<file path="src/drrc_pkg.sv">
package drrc_pkg;
	// mode register four fields
	localparam int MR4_SKIP_EN_POS   = 3;
	localparam int MR4_RANGE_SEL_POS = 2;
	// mode register three refresh rate field
	localparam int MR3_RATE_LSB      = 6;
	localparam int MR3_RATE_W        = 3;
	localparam int MR_DATA_W         = 18;
	localparam int MR_SEL_W          = 3;
	localparam logic [2:0] MR_SEL_THREE = 3'h3;
	localparam logic [2:0] MR_SEL_FOUR  = 3'h4;
	localparam logic [MR_DATA_W-1:0] MR_RESET_VALUE = 18'h00000;

	typedef enum logic [2:0] {
		DRRC_RATE_FIX1  = 3'b000,
		DRRC_RATE_FIX2  = 3'b001,
		DRRC_RATE_FIX4  = 3'b010,
		DRRC_RATE_RSV3  = 3'b011,
		DRRC_RATE_RSV4  = 3'b100,
		DRRC_RATE_OTF12 = 3'b101,
		DRRC_RATE_OTF14 = 3'b110,
		DRRC_RATE_RSV7  = 3'b111
	} drrc_rate_t;

	// internal refresh kind of one command
	typedef enum logic [1:0] {
		DRRC_KIND_1X   = 2'b00,
		DRRC_KIND_2X   = 2'b01,
		DRRC_KIND_4X   = 2'b10,
		DRRC_KIND_NONE = 2'b11
	} drrc_kind_t;

	// temperature bands of the case temperature
	typedef enum logic [1:0] {
		DRRC_TEMP_LE85  = 2'b00,
		DRRC_TEMP_LE95  = 2'b01,
		DRRC_TEMP_LE105 = 2'b10,
		DRRC_TEMP_LE125 = 2'b11
	} drrc_temp_t;

	// refresh intervals in ps, and cycles at 100 MHz
	localparam int CLK_PERIOD_PS   = 10000;
	localparam int REFI_BASE_PS    = 7800000;
	localparam int REFI_85_PS      = 3900000;
	localparam int REFI_95_PS      = 1950000;
	localparam int REFI_105_PS     = 975000;
	localparam int REFI_BASE_CYC   = REFI_BASE_PS / CLK_PERIOD_PS;
	localparam int REFI_85_CYC     = REFI_85_PS / CLK_PERIOD_PS;
	localparam int REFI_95_CYC     = REFI_95_PS / CLK_PERIOD_PS;
	localparam int REFI_105_CYC    = REFI_105_PS / CLK_PERIOD_PS;
	localparam int REFI_CNT_W      = 16;
	// skip gear: pass one in this many while cool
	localparam int SKIP_GEAR_NORMAL   = 2;
	localparam int SKIP_GEAR_EXTENDED = 2;
	localparam int GEAR_W             = 4;
endpackage

</file>
<file path="src/drrc_cmd_if.sv">
`timescale 1ns/10ps
interface drrc_cmd_if;
	import drrc_pkg::*;
	logic                 cke;
	logic                 cs_n;
	logic                 act_n;
	logic                 ras_n;
	logic                 cas_n;
	logic                 we_n;
	logic                 bg0;
	logic [MR_SEL_W-1:0]  mr_sel;
	logic [MR_DATA_W-1:0] mr_data;

	modport ctrl (output cke, cs_n, act_n, ras_n, cas_n, we_n, bg0, mr_sel, mr_data);
	modport dram (input cke, cs_n, act_n, ras_n, cas_n, we_n, bg0, mr_sel, mr_data);
endinterface

</file>
<file path="src/drrc_ctrl.sv">
// Local design decisions: the strobed register port and the address map.
`timescale 1ns/10ps
module drrc_ctrl
	import drrc_pkg::*;
#(
	parameter int REFI_BASE = REFI_BASE_CYC
) (
	input  wire logic                 clk_i,
	input  wire logic                 reset_n_i,
	input  wire logic                 clk_en_i,
	drrc_cmd_if.ctrl                  cmd,
	input  wire logic [3:0]           addr_i,
	input  wire logic [31:0]          wdata_i,
	input  wire logic                 wr_i,
	input  wire logic                 rd_i,
	output logic [31:0]               rdata_o
);
	import drrc_pkg::*;

	localparam logic [3:0] REG_CTRL   = 4'h0;
	localparam logic [3:0] REG_STATUS = 4'h4;

	// deepest divide is by 32, a smaller base would give a zero interval
	if (REFI_BASE < 32 || REFI_BASE >= 2**REFI_CNT_W) begin : refi_check
		$error("refresh interval out of range");
	end

	typedef enum logic [1:0] {
		DRRC_ST_IDLE = 2'b00,
		DRRC_ST_MR3  = 2'b01,
		DRRC_ST_MR4  = 2'b10,
		DRRC_ST_RUN  = 2'b11
	} drrc_state_t;

	drrc_state_t             st_q;
	logic [31:0]             ctrl_q;
	logic [31:0]             rdata_q;
	logic [REFI_CNT_W-1:0]   cnt_q;
	logic [15:0]             ref_cnt_q;
	logic [1:0]              otf_tog_q;
	logic                    issue_mrs_q;
	logic                    issue_ref_q;
	logic [MR_SEL_W-1:0]     sel_q;
	logic [MR_DATA_W-1:0]    mrd_q;
	logic                    bg0_q;
	logic [6:0]              cfg_q;

	// ctrl: [0] go, [3:1] rate, [4] skip en, [5] range ext, [7:6] temp band
	wire       go        = ctrl_q[0];
	wire [2:0] rate_raw  = ctrl_q[3:1];
	// reserved codes fall back to fixed 1x
	wire [2:0] rate      = (rate_raw == 3'h3 || rate_raw == 3'h4 || rate_raw == 3'h7)
	                       ? 3'h0 : rate_raw;
	wire       skip_en   = ctrl_q[4];
	// range follows hotter band when enabled
	wire       range_ext = ctrl_q[5] || (skip_en && ctrl_q[7:6] != 2'b00);
	wire [1:0] band      = ctrl_q[7:6];
	wire       per_command_rate_select       = rate[2];
	// otf mode alternates fast and base refreshes
	wire       fast      = per_command_rate_select ? otf_tog_q[0] : 1'b1;
	wire [1:0] shift_raw = (rate == 3'h1 || rate == 3'h5) ? 2'd1 :
	                       (rate == 3'h2 || rate == 3'h6) ? 2'd2 : 2'd0;
	wire [1:0] shift     = fast ? shift_raw : 2'd0;

	function automatic logic [REFI_CNT_W-1:0] interval(input logic [1:0] b, input logic [1:0] s,
	                                                   input logic ext);
		logic [REFI_CNT_W-1:0] base;
		base = REFI_CNT_W'(REFI_BASE);
		if (b == 2'b11)
			base = base >> 3;
		else if (b == 2'b10)
			base = base >> 2;
		else if (b == 2'b01 || (ext && skip_en))
			base = base >> 1;
		interval = base >> s;
	endfunction

	wire [REFI_CNT_W-1:0] limit = interval(band, shift, range_ext);
	wire ref_due = (st_q == DRRC_ST_RUN) && (cnt_q >= limit - REFI_CNT_W'(1));
	// changed settings written before further refreshes
	wire cfg_chg = (ctrl_q[7:1] != cfg_q);

	always_ff @(posedge clk_i or negedge reset_n_i) begin
		if (!reset_n_i) begin
			ctrl_q  <= 32'h00000000;
			rdata_q <= 32'h00000000;
		end else if (clk_en_i) begin
			if (wr_i && addr_i == REG_CTRL)
				ctrl_q <= {24'h000000, wdata_i[7:0]};
			if (rd_i)
				rdata_q <= (addr_i == REG_CTRL) ? ctrl_q :
				           (addr_i == REG_STATUS) ? {14'h0000, st_q, ref_cnt_q} : 32'h00000000;
		end
	end

	always_ff @(posedge clk_i or negedge reset_n_i) begin
		if (!reset_n_i) begin
			st_q        <= DRRC_ST_IDLE;
			cnt_q       <= '0;
			ref_cnt_q   <= 16'h0000;
			otf_tog_q   <= 2'b00;
			issue_mrs_q <= 1'b0;
			issue_ref_q <= 1'b0;
			sel_q       <= 3'h0;
			mrd_q       <= '0;
			bg0_q       <= 1'b0;
			cfg_q       <= 7'h00;
		end else if (clk_en_i) begin
			issue_mrs_q <= 1'b0;
			issue_ref_q <= 1'b0;
			case (st_q)
				DRRC_ST_IDLE: if (go) st_q <= DRRC_ST_MR3;
				DRRC_ST_MR3: begin
					issue_mrs_q <= 1'b1;
					sel_q       <= MR_SEL_THREE;
					cfg_q       <= ctrl_q[7:1];
					mrd_q       <= MR_DATA_W'({rate, 6'h00});
					st_q        <= DRRC_ST_MR4;
				end
				DRRC_ST_MR4: begin
					issue_mrs_q <= 1'b1;
					sel_q       <= MR_SEL_FOUR;
					mrd_q       <= MR_DATA_W'({skip_en, range_ext, 2'b00});
					cnt_q       <= '0;
					st_q        <= DRRC_ST_RUN;
				end
				DRRC_ST_RUN: begin
					if (!go) begin
						st_q <= DRRC_ST_IDLE;
					end else if (cfg_chg) begin
						st_q <= DRRC_ST_MR3;
					end else if (ref_due) begin
						issue_ref_q <= 1'b1;
						bg0_q       <= per_command_rate_select && fast;
						cnt_q       <= '0;
						ref_cnt_q   <= ref_cnt_q + 16'h0001;
						otf_tog_q   <= otf_tog_q + 2'b01;
					end else begin
						cnt_q <= cnt_q + REFI_CNT_W'(1);
					end
				end
				default: st_q <= DRRC_ST_IDLE;
			endcase
		end
	end

	assign cmd.cke     = 1'b1;
	assign cmd.cs_n    = !(issue_mrs_q || issue_ref_q);
	assign cmd.act_n   = 1'b1;
	assign cmd.ras_n   = !(issue_mrs_q || issue_ref_q);
	assign cmd.cas_n   = !(issue_mrs_q || issue_ref_q);
	assign cmd.we_n    = !issue_mrs_q;
	assign cmd.bg0     = bg0_q;
	assign cmd.mr_sel  = sel_q;
	assign cmd.mr_data = mrd_q;
	assign rdata_o     = rdata_q;
endmodule

</file>
<file path="src/flat_wrapper.sv">
// flat-port wrapper written by rule: the top's interface ports become plain ports
module drrc_ctrl_flat import drrc_pkg::*;
#(
	parameter int REFI_BASE = REFI_BASE_CYC
)
  (clk_i, reset_n_i, clk_en_i, addr_i, wdata_i, wr_i, rd_i, rdata_o, cmd_cke, cmd_cs_n, cmd_act_n, cmd_ras_n, cmd_cas_n, cmd_we_n, cmd_bg0, cmd_mr_sel, cmd_mr_data);
  drrc_cmd_if cmd_i ();
  input  wire logic clk_i;
  input  wire logic reset_n_i;
  input  wire logic clk_en_i;
  input  wire logic [3:0] addr_i;
  input  wire logic [31:0] wdata_i;
  input  wire logic wr_i;
  input  wire logic rd_i;
  output logic [31:0] rdata_o;
  output wire logic [$bits(cmd_i.cke)-1:0] cmd_cke;
  output wire logic [$bits(cmd_i.cs_n)-1:0] cmd_cs_n;
  output wire logic [$bits(cmd_i.act_n)-1:0] cmd_act_n;
  output wire logic [$bits(cmd_i.ras_n)-1:0] cmd_ras_n;
  output wire logic [$bits(cmd_i.cas_n)-1:0] cmd_cas_n;
  output wire logic [$bits(cmd_i.we_n)-1:0] cmd_we_n;
  output wire logic [$bits(cmd_i.bg0)-1:0] cmd_bg0;
  output wire logic [$bits(cmd_i.mr_sel)-1:0] cmd_mr_sel;
  output wire logic [$bits(cmd_i.mr_data)-1:0] cmd_mr_data;
  assign cmd_cke = cmd_i.cke;
  assign cmd_cs_n = cmd_i.cs_n;
  assign cmd_act_n = cmd_i.act_n;
  assign cmd_ras_n = cmd_i.ras_n;
  assign cmd_cas_n = cmd_i.cas_n;
  assign cmd_we_n = cmd_i.we_n;
  assign cmd_bg0 = cmd_i.bg0;
  assign cmd_mr_sel = cmd_i.mr_sel;
  assign cmd_mr_data = cmd_i.mr_data;
  drrc_ctrl #(.REFI_BASE(REFI_BASE)) u_core (.clk_i(clk_i), .reset_n_i(reset_n_i), .clk_en_i(clk_en_i), .cmd(cmd_i), .addr_i(addr_i), .wdata_i(wdata_i), .wr_i(wr_i), .rd_i(rd_i), .rdata_o(rdata_o));
endmodule
</file>
<file path="config.mk">
export PLATFORM = sky130hd
export DESIGN_NAME = drrc_ctrl_flat
export DESIGN_NICKNAME = d
export VERILOG_FILES = /design/src/drrc_pkg.sv /design/src/drrc_cmd_if.sv /design/src/drrc_ctrl.sv /design/src/flat_wrapper.sv
export SDC_FILE = /design/constraint.sdc
export NUM_CORES = 1
export LEC_CHECK = 0
export ABC_AREA = 1
export ABC_CLOCK_PERIOD_IN_PS = 3500
export BUFFER_PORTS_ARGS = -buffer_cell sky130_fd_sc_hd__clkbuf_2
export CAP_MARGIN = 5
export CORE_MARGIN = 4
export CORE_UTILIZATION = 35
export CTS_CLUSTER_DIAMETER = 30
export DETAILED_ROUTE_END_ITERATION = 6
export GPL_TIMING_DRIVEN = 0
export PLACE_DENSITY = 0.58
export SYNTH_ARGS = -nofsm -noshare
export SYNTH_HDL_FRONTEND = slang
export SYNTH_SLANG_ARGS = --single-unit
</file>
<file path="constraint.sdc">
create_clock -name clk_i -period 3.5 [get_ports clk_i]
set_input_delay 0.7 -clock clk_i [delete_from_list [all_inputs] [get_ports clk_i]]
set_output_delay 0.7 -clock clk_i [all_outputs]
set_load 0.05 [all_outputs]
</file>
## Word-level counts from Yosys, hierarchy flattened

Index checks and enable logic that the tools add are counted.

| word-level totals | value |
|---|---|
| word-level logic and storage cells | 90 |
| output and inout port bits | 60 |
| memories | 0 |
| input bits | 41 |
| register bits after elaboration | 107 |
| memory bits (read-only) | 0 |
| latch bits | 0 |
| RAM bits | 0 |

| operators by class | value |
|---|---|
| muxes and demuxes | 25 |
| multipliers | 0 |
| equal/unequal tests | 19 |
| bitwise logic cells | 1 |
| reductions and logical operators | 27 |
| add/subtract/negate cells | 4 |
| div/mod/pow operators | 0 |
| shift-type cells | 1 |
| $lt $le $gt $ge | 1 |

Operators with widths:

| kind | count |
|---|---|
| 16-bit two-way mux | 5 |
| 18-bit case mux with 2 select lines | 1 |
| 16-bit by 1-bit adder with 16-bit output (second input constant) | 2 |
| 32-bit two-way mux | 1 |
| 16-bit case mux with 2 select lines | 1 |
| 18-bit two-way mux | 1 |
| 16-bit greater-or-equal comparator | 1 |
| 16-bit by 2-bit right shift with 16-bit output | 1 |
| 16-bit by 1-bit subtractor with 16-bit output (second input constant) | 1 |
| 3-bit equality test (second input constant) | 4 |
| 2-bit two-way mux | 6 |
| 10-bit two-way mux | 1 |
| 2-bit equality test (second input constant) | 4 |
| 2-bit case mux with 4 select lines | 1 |
| 2-bit AND reduction | 4 |
| 1-bit logical OR | 7 |
| 7-bit != test | 1 |
| 3-bit by 2-bit equality test with 1-bit output (second input constant) | 2 |
| 1-bit two-way mux | 6 |
| 3-bit case mux with 2 select lines | 1 |
| 2-bit nonzero test | 3 |
| 1-bit logical AND | 5 |
| 5-bit AND reduction | 1 |
| 2-bit by 1-bit equality test with 1-bit output (second input constant) | 2 |
| other kinds (14) | 16 |

## Longest topological paths before layout

| logic depth | value |
|---|---|
| depth after elaboration | 17 |
| depth in mapped cells | 25 |
| depth with buffers taken out | 24 |

## Worst setup path after synthesis

Ideal clock, no wire load.

| timing | value |
|---|---|
| path kind | reg-to-reg |
| start point | register u_core.ctrl_q[1] |
| end point | register u_core.ref_cnt_q[1] |
| cell stages (with the launch flop) | 25 |
| clock period less this slack | 3,038 ps |
| arrival time | 2,921 ps |
| data required time | 3,383 ps |
| setup time | 117 ps |
| path buffers | 1 |
| slack | 462 ps |
| cell sequence | dfrtp_1 -> inv_2 -> nand2_2 -> nand4_2 -> nand2_2 -> inv_2 -> nor2_1 -> a21oi_1 -> or2_2 -> ha_1 -> inv_1 -> nor2_1 -> nand3_1 -> xnor2_1 -> inv_1 -> ha_1 -> a21oi_1 -> nor2_1 -> a211oi_1 -> nand2_1 -> nand2_2 -> nand2_4 -> buf_4 -> nand3_1 -> nand2_1 |

| on the way | value |
|---|---|
| longest elaborated chain between the ends | 14 |
| elaborated cells on any way between the ends | 23 |
| those cells by class | add/sub: 1; order compare: 1; eq/ne: 8; shift: 1; mux: 5; bitwise: 1; reduce/logical: 6 |

Ends and longest elaborated chain:

| what | RTL line | source |
|---|---|---|
| start: declaration | drrc_ctrl.sv:36 | `logic [31:0] ctrl_q;` |
| start signal: assignment | drrc_ctrl.sv:89 | `ctrl_q <= {24'h000000, wdata_i[7:0]};` |
| 3-bit by 2-bit equality test with 1-bit output / 3-bit equality test (equally long branches) | drrc_ctrl.sv:52 | `wire [2:0] rate = (rate_raw == 3'h3 \|\| rate_raw == 3'h4 \|\| rate_raw == 3'h7)` |
| 1-bit logical OR (2 in series) | drrc_ctrl.sv:52 |  |
| 3-bit two-way mux | drrc_ctrl.sv:53 | `? 3'h0 : rate_raw;` |
| 3-bit by 2-bit equality test with 1-bit output / 3-bit equality test (equally long branches) | drrc_ctrl.sv:62 | `(rate == 3'h2 \|\| rate == 3'h6) ? 2'd2 : 2'd0;` |
| 1-bit logical OR | drrc_ctrl.sv:62 |  |
| 2-bit two-way mux | drrc_ctrl.sv:62 |  |
| 2-bit two-way mux | drrc_ctrl.sv:61 | `wire [1:0] shift_raw = (rate == 3'h1 \|\| rate == 3'h5) ? 2'd1 :` |
| 2-bit two-way mux | drrc_ctrl.sv:63 | `wire [1:0] shift = fast ? shift_raw : 2'd0;` |
| 16-bit by 2-bit right shift with 16-bit output | drrc_ctrl.sv:75 | `interval = base >> s;` |
| 16-bit by 1-bit subtractor with 16-bit output | drrc_ctrl.sv:79 | `wire ref_due = (st_q == DRRC_ST_RUN) && (cnt_q >= limit - REFI_CNT_W'(1));` |
| 16-bit greater-or-equal comparator | drrc_ctrl.sv:79 |  |
| 1-bit logical AND | drrc_ctrl.sv:79 |  |
| 5-bit AND reduction (no source line) * | - |  |
| end signal: assignment | drrc_ctrl.sv:136 | `ref_cnt_q <= ref_cnt_q + 16'h0001;` |
| end: declaration | drrc_ctrl.sv:39 | `logic [15:0] ref_cnt_q;` |

Mark *: on every way between the ends. The rest lies on a longest branch, timed or not.
A chain may end at the register's enable or synchronous reset.

## Worst setup path in the final report

| timing | value |
|---|---|
| start point | register u_core.ctrl_q[1] |
| end point | register u_core.ref_cnt_q[2] |

Same word-level chain as after synthesis.

==> flow_summary_export.csv <==
group,metric,value,unit
timing,setup_viol,0,
timing,whs,0.363,ns
timing,tightestPinTransition,0.750,ns
worst_setup_path,critPathSlowestCell,"dfrtp_2",
worst_setup_path,crit_chain,"buf_4 > nor2_2 > nand2_2 > inv_4 > nor2_1 > a21oi_2 > or2_4 > ha_4 > inv_1 > nor2_2 > nand3_1 > xnor2_1 > inv_1 > ha_1 > a21oi_1 > nor2_1 > a211oi_1 > nand2_1 > nand2_2 > nand2_4 > buf_4 > nand3_1 > nand2_1",
place,gp_congestion,0.892,
timing,finClkSkew,0.00714,ns
power_and_ir_drop,p_per_area,594,mW/mm2
place,pre_cts_ws,-0.0735,ns
worst_setup_path,worstPathRequired,3.73,ns
clock_network,numCtsBuffers,9,
floorplanning,pin_count,101,
worst_setup_path,cp_max_fo,10,
floorplanning,start_util,35.9,%
global_route,grt_max_degree,43,
final_layout,antenna_cells,0,
clock_network,clockBufferDepth,2,
yosys,async_flop_share,100,%
clock_network,clk_latency,0.34,ns
clock_network,clock_sinks,78,
floorplanning,die_area,0.0155,mm2
place,io_buffers,47,
floorplanning,die_x,125,um
detailed_routing,drc,0,
run_status,status,"finished, final reports clean",
global_route,antenna_found_initial,0,
place,dp_hpwl,8690,um
final_layout,area_growth,21.1,%
clock_network,clk_pin_slew_worst_paths,0.06,ns
detailed_routing,vias,4098,
detailed_routing,ant_nets,0,
timing,timing.fmax,308,MHz
power_and_ir_drop,vdd_drop_max,323,uV
hold_path,hold_class,"in -> async",
clock_network,cts_max_level,3,
yosys,ys_seq_area_share,41.1,%
final_layout,fillerInstances,1352,
worst_setup_path,critPathKind,"reg -> reg",
power_and_ir_drop,power_leakage,2.86,nW
timing,fin_crit,3.24,ns
flow_run,maxCapViolCount,0,
global_route,grt-ovfl-total,0,
yosys,synthFlopType,"dfrtp_1",
clock_network,cts_root_buffer,"clkbuf_16",
global_route,grt_pass1_vias,4021,
final_layout,layout-drive-gt1-share,22.3,%
worst_setup_path,crit_arrival,3.47,ns
timing,fin_crit_sh,92.7,%
timing,finalHoldViolations,0,
detailed_routing,drtIter0Drc,201,
yosys,synth_edf_count,0,
final_layout,seq_area,0.00196,mm2
timing,drv_slew,0,
yosys,yosysWarningCount,0,
floorplanning,coreArea,0.0132,mm2
yosys,synth-seq-cells,78,
detailed_routing,via_per_inst,4.67,
detailed_routing,drt_wl_total,11400,um
clock_network,tritoncts,"done",
yosys,synth_cell_types,39,
timing,setup_ws,0.257,ns
floorplanning,num_rows,42,
worst_setup_path,critPathLaunchType,"register",
yosys,syn_area_per_cell,7.88,um2
worst_setup_path,cp-end-kind,"register",
timing,relSlewSlack,49.6,%
worst_setup_path,r2r_slack,0.26,ns
yosys,syn_area,0.00475,mm2
worst_setup_path,critical_path.max_stage_delay,0.45,ns
detailed_routing,drt-wirelength-per-cell,13.0,um
global_route,track_usage,15.0,%
final_layout,multi_input_area,0.00240,mm2
floorplanning,die_h,125,um
detailed_routing,dr.pass1.iters,4,
yosys,synth_cells,603,
global_route,grt_pass1_wl,19400,um
final_layout,nets,760,
==> synth_stat cells (4+ instances only) <==
master	number	share of area (%)
nand2_2	5	0.66
nand2_1	167	13
o21ai_0	25	2.6
o31ai_1	5	0.79
nand3b_1	6	0.95
dfrtp_1	78	41
nand4_1	8	1.1
xor2_1	8	1.5
nand3_1	42	4.4
nor3_1	9	0.95
buf_4	34	5.4
clkbuf_1	7	0.55
a31oi_1	8	1.1
inv_2	5	0.40
nor2_1	52	4.1
nor3_2	4	0.84
ha_1	23	6.1
or2_2	4	0.53
o21ai_2	9	1.7
xnor2_1	6	1.1
inv_1	55	4.3
a21oi_1	18	1.9
==> layer usage <==
layer	wire (um)	global-route usage, %
met4	160	4.58
met2	5360	24.0
met1	5360	20.0
met5	0	0
met3	500	3.60
==> sequential cells by signal (all words and copies together), names as in the netlist <==
register	count
u_core.cmd.mr_data	5
u_core.cmd.mr_sel	2
u_core.cfg_q	7
u_core.ref_cnt_q	16
u_core.rdata_o	18
u_core.issue_mrs_q	1
u_core.cnt_q	16
u_core.st_q	2
u_core.otf_tog_q	1
u_core.ctrl_q	8
u_core.cmd.bg0	1
u_core.issue_ref_q	1
==> worst max-delay path, delay by kind of cell, from the launching register on <==
family	cells	cell delay, ns
XOR/XNOR	1	0.15
flip-flops	1	0.45
AND/OR/NAND/NOR	12	1.14
buffers and inverters	5	0.58
AO/OA/AOI/OAI	3	0.47
adder cells (fa/ha/maj)	2	0.33
==> timing repair <==
item                                    in CTS  in global routing
hold buffers                                 0                  0
pin swaps                                    0                  2
resized for setup                            2                 18
setup buffers                                0                  4
endpoints found under the setup margin      30                 35
cloned                                       0                  0
==> worst paths after layout <==
path	startpoint	endpoint	cells past startpoint
worst max-delay path	u_core.ctrl_q[1]	u_core.ref_cnt_q[2]	23
worst min register to register	u_core.rdata_o[14]	u_core.rdata_o[14]	2
max in group asynchronous	reset_n_i	u_core.cnt_q[15]	2
worst min-delay path	reset_n_i	u_core.issue_ref_q	1
worst max register to register	u_core.ctrl_q[1]	u_core.ref_cnt_q[2]	23
min in group clk_i	u_core.rdata_o[14]	u_core.rdata_o[14]	2
==> layout by cell type, fill, tap and decap left out, drive strengths merged <==
cell type and instances:
nand2 174, dfrtp 78, inv 63, clkbuf 63, nor2 52, nand3 45, buf 43, o21ai 34
conb 32, ha 23, a21oi 19, nor3 13, nand4 9, a31oi 9, xor2 8, xnor2 6
nand3b 6, o31ai 5, or2 5, nor4 3, bufinv 2, clkinvlp 2, a211oi 2, o211ai 1
o221a 1, o22ai 1, clkinv 1, a32o 1
==> where the power goes <==
| group | switching (W) | total (W) | leakage (nW) | internal (W) |
|---|---|---|---|---|
| Sequential | 0.000108 | 0.00114 | 1.01 | 0.00103 |
| Combinational | 0.000858 | 0.00124 | 1.69 | 0.000380 |
| Clock | 0.000403 | 0.00104 | 0.155 | 0.000635 |
==> cell families after synthesis <==
| logic type | synth area share, % |
|---|---|
| buffers and inverters | 11.6 |
| DFF | 41.1 |
| xor gates and xnor gates | 2.58 |
| other | 0.158 |
| and+or+nand+nor | 28.7 |
| AOI/OAI and AO/OA | 9.82 |
| adders and majority gates | 6.06 |
==> per-stage QoR <==
stage / utilization (%) / instance area, um2 / setup TNS [ns] / total power (W) / cells
after floorplan: - / 4860 / 0 / 0.00205 / 633
after global placement: 40.2 / 5320 / 0 / 0.00230 / 856
after detailed placement: 40.3 / 5340 / -0.549 / 0.00234 / 857
after CTS: 42.9 / 5680 / 0 / 0.00339 / 873
after global routing: 43.5 / 5750 / -0.151 / 0.00362 / 877
final: 43.5 / 5750 / 0 / 0.00342 / 877
==> area by class of cell <==
cell class,count,share of cell area [%]
Buffer,45,5.57
Clock buffer,9,3.91
Clock inverter,7,1.80
Inverter,61,4.11
Multi-Input combinational cell,449,41.8
Sequential cell,78,34.0
Tap cell,176,3.83
Timing Repair Buffer,52,5.00
No activity file was read; power rests on OpenSTA's default activity.
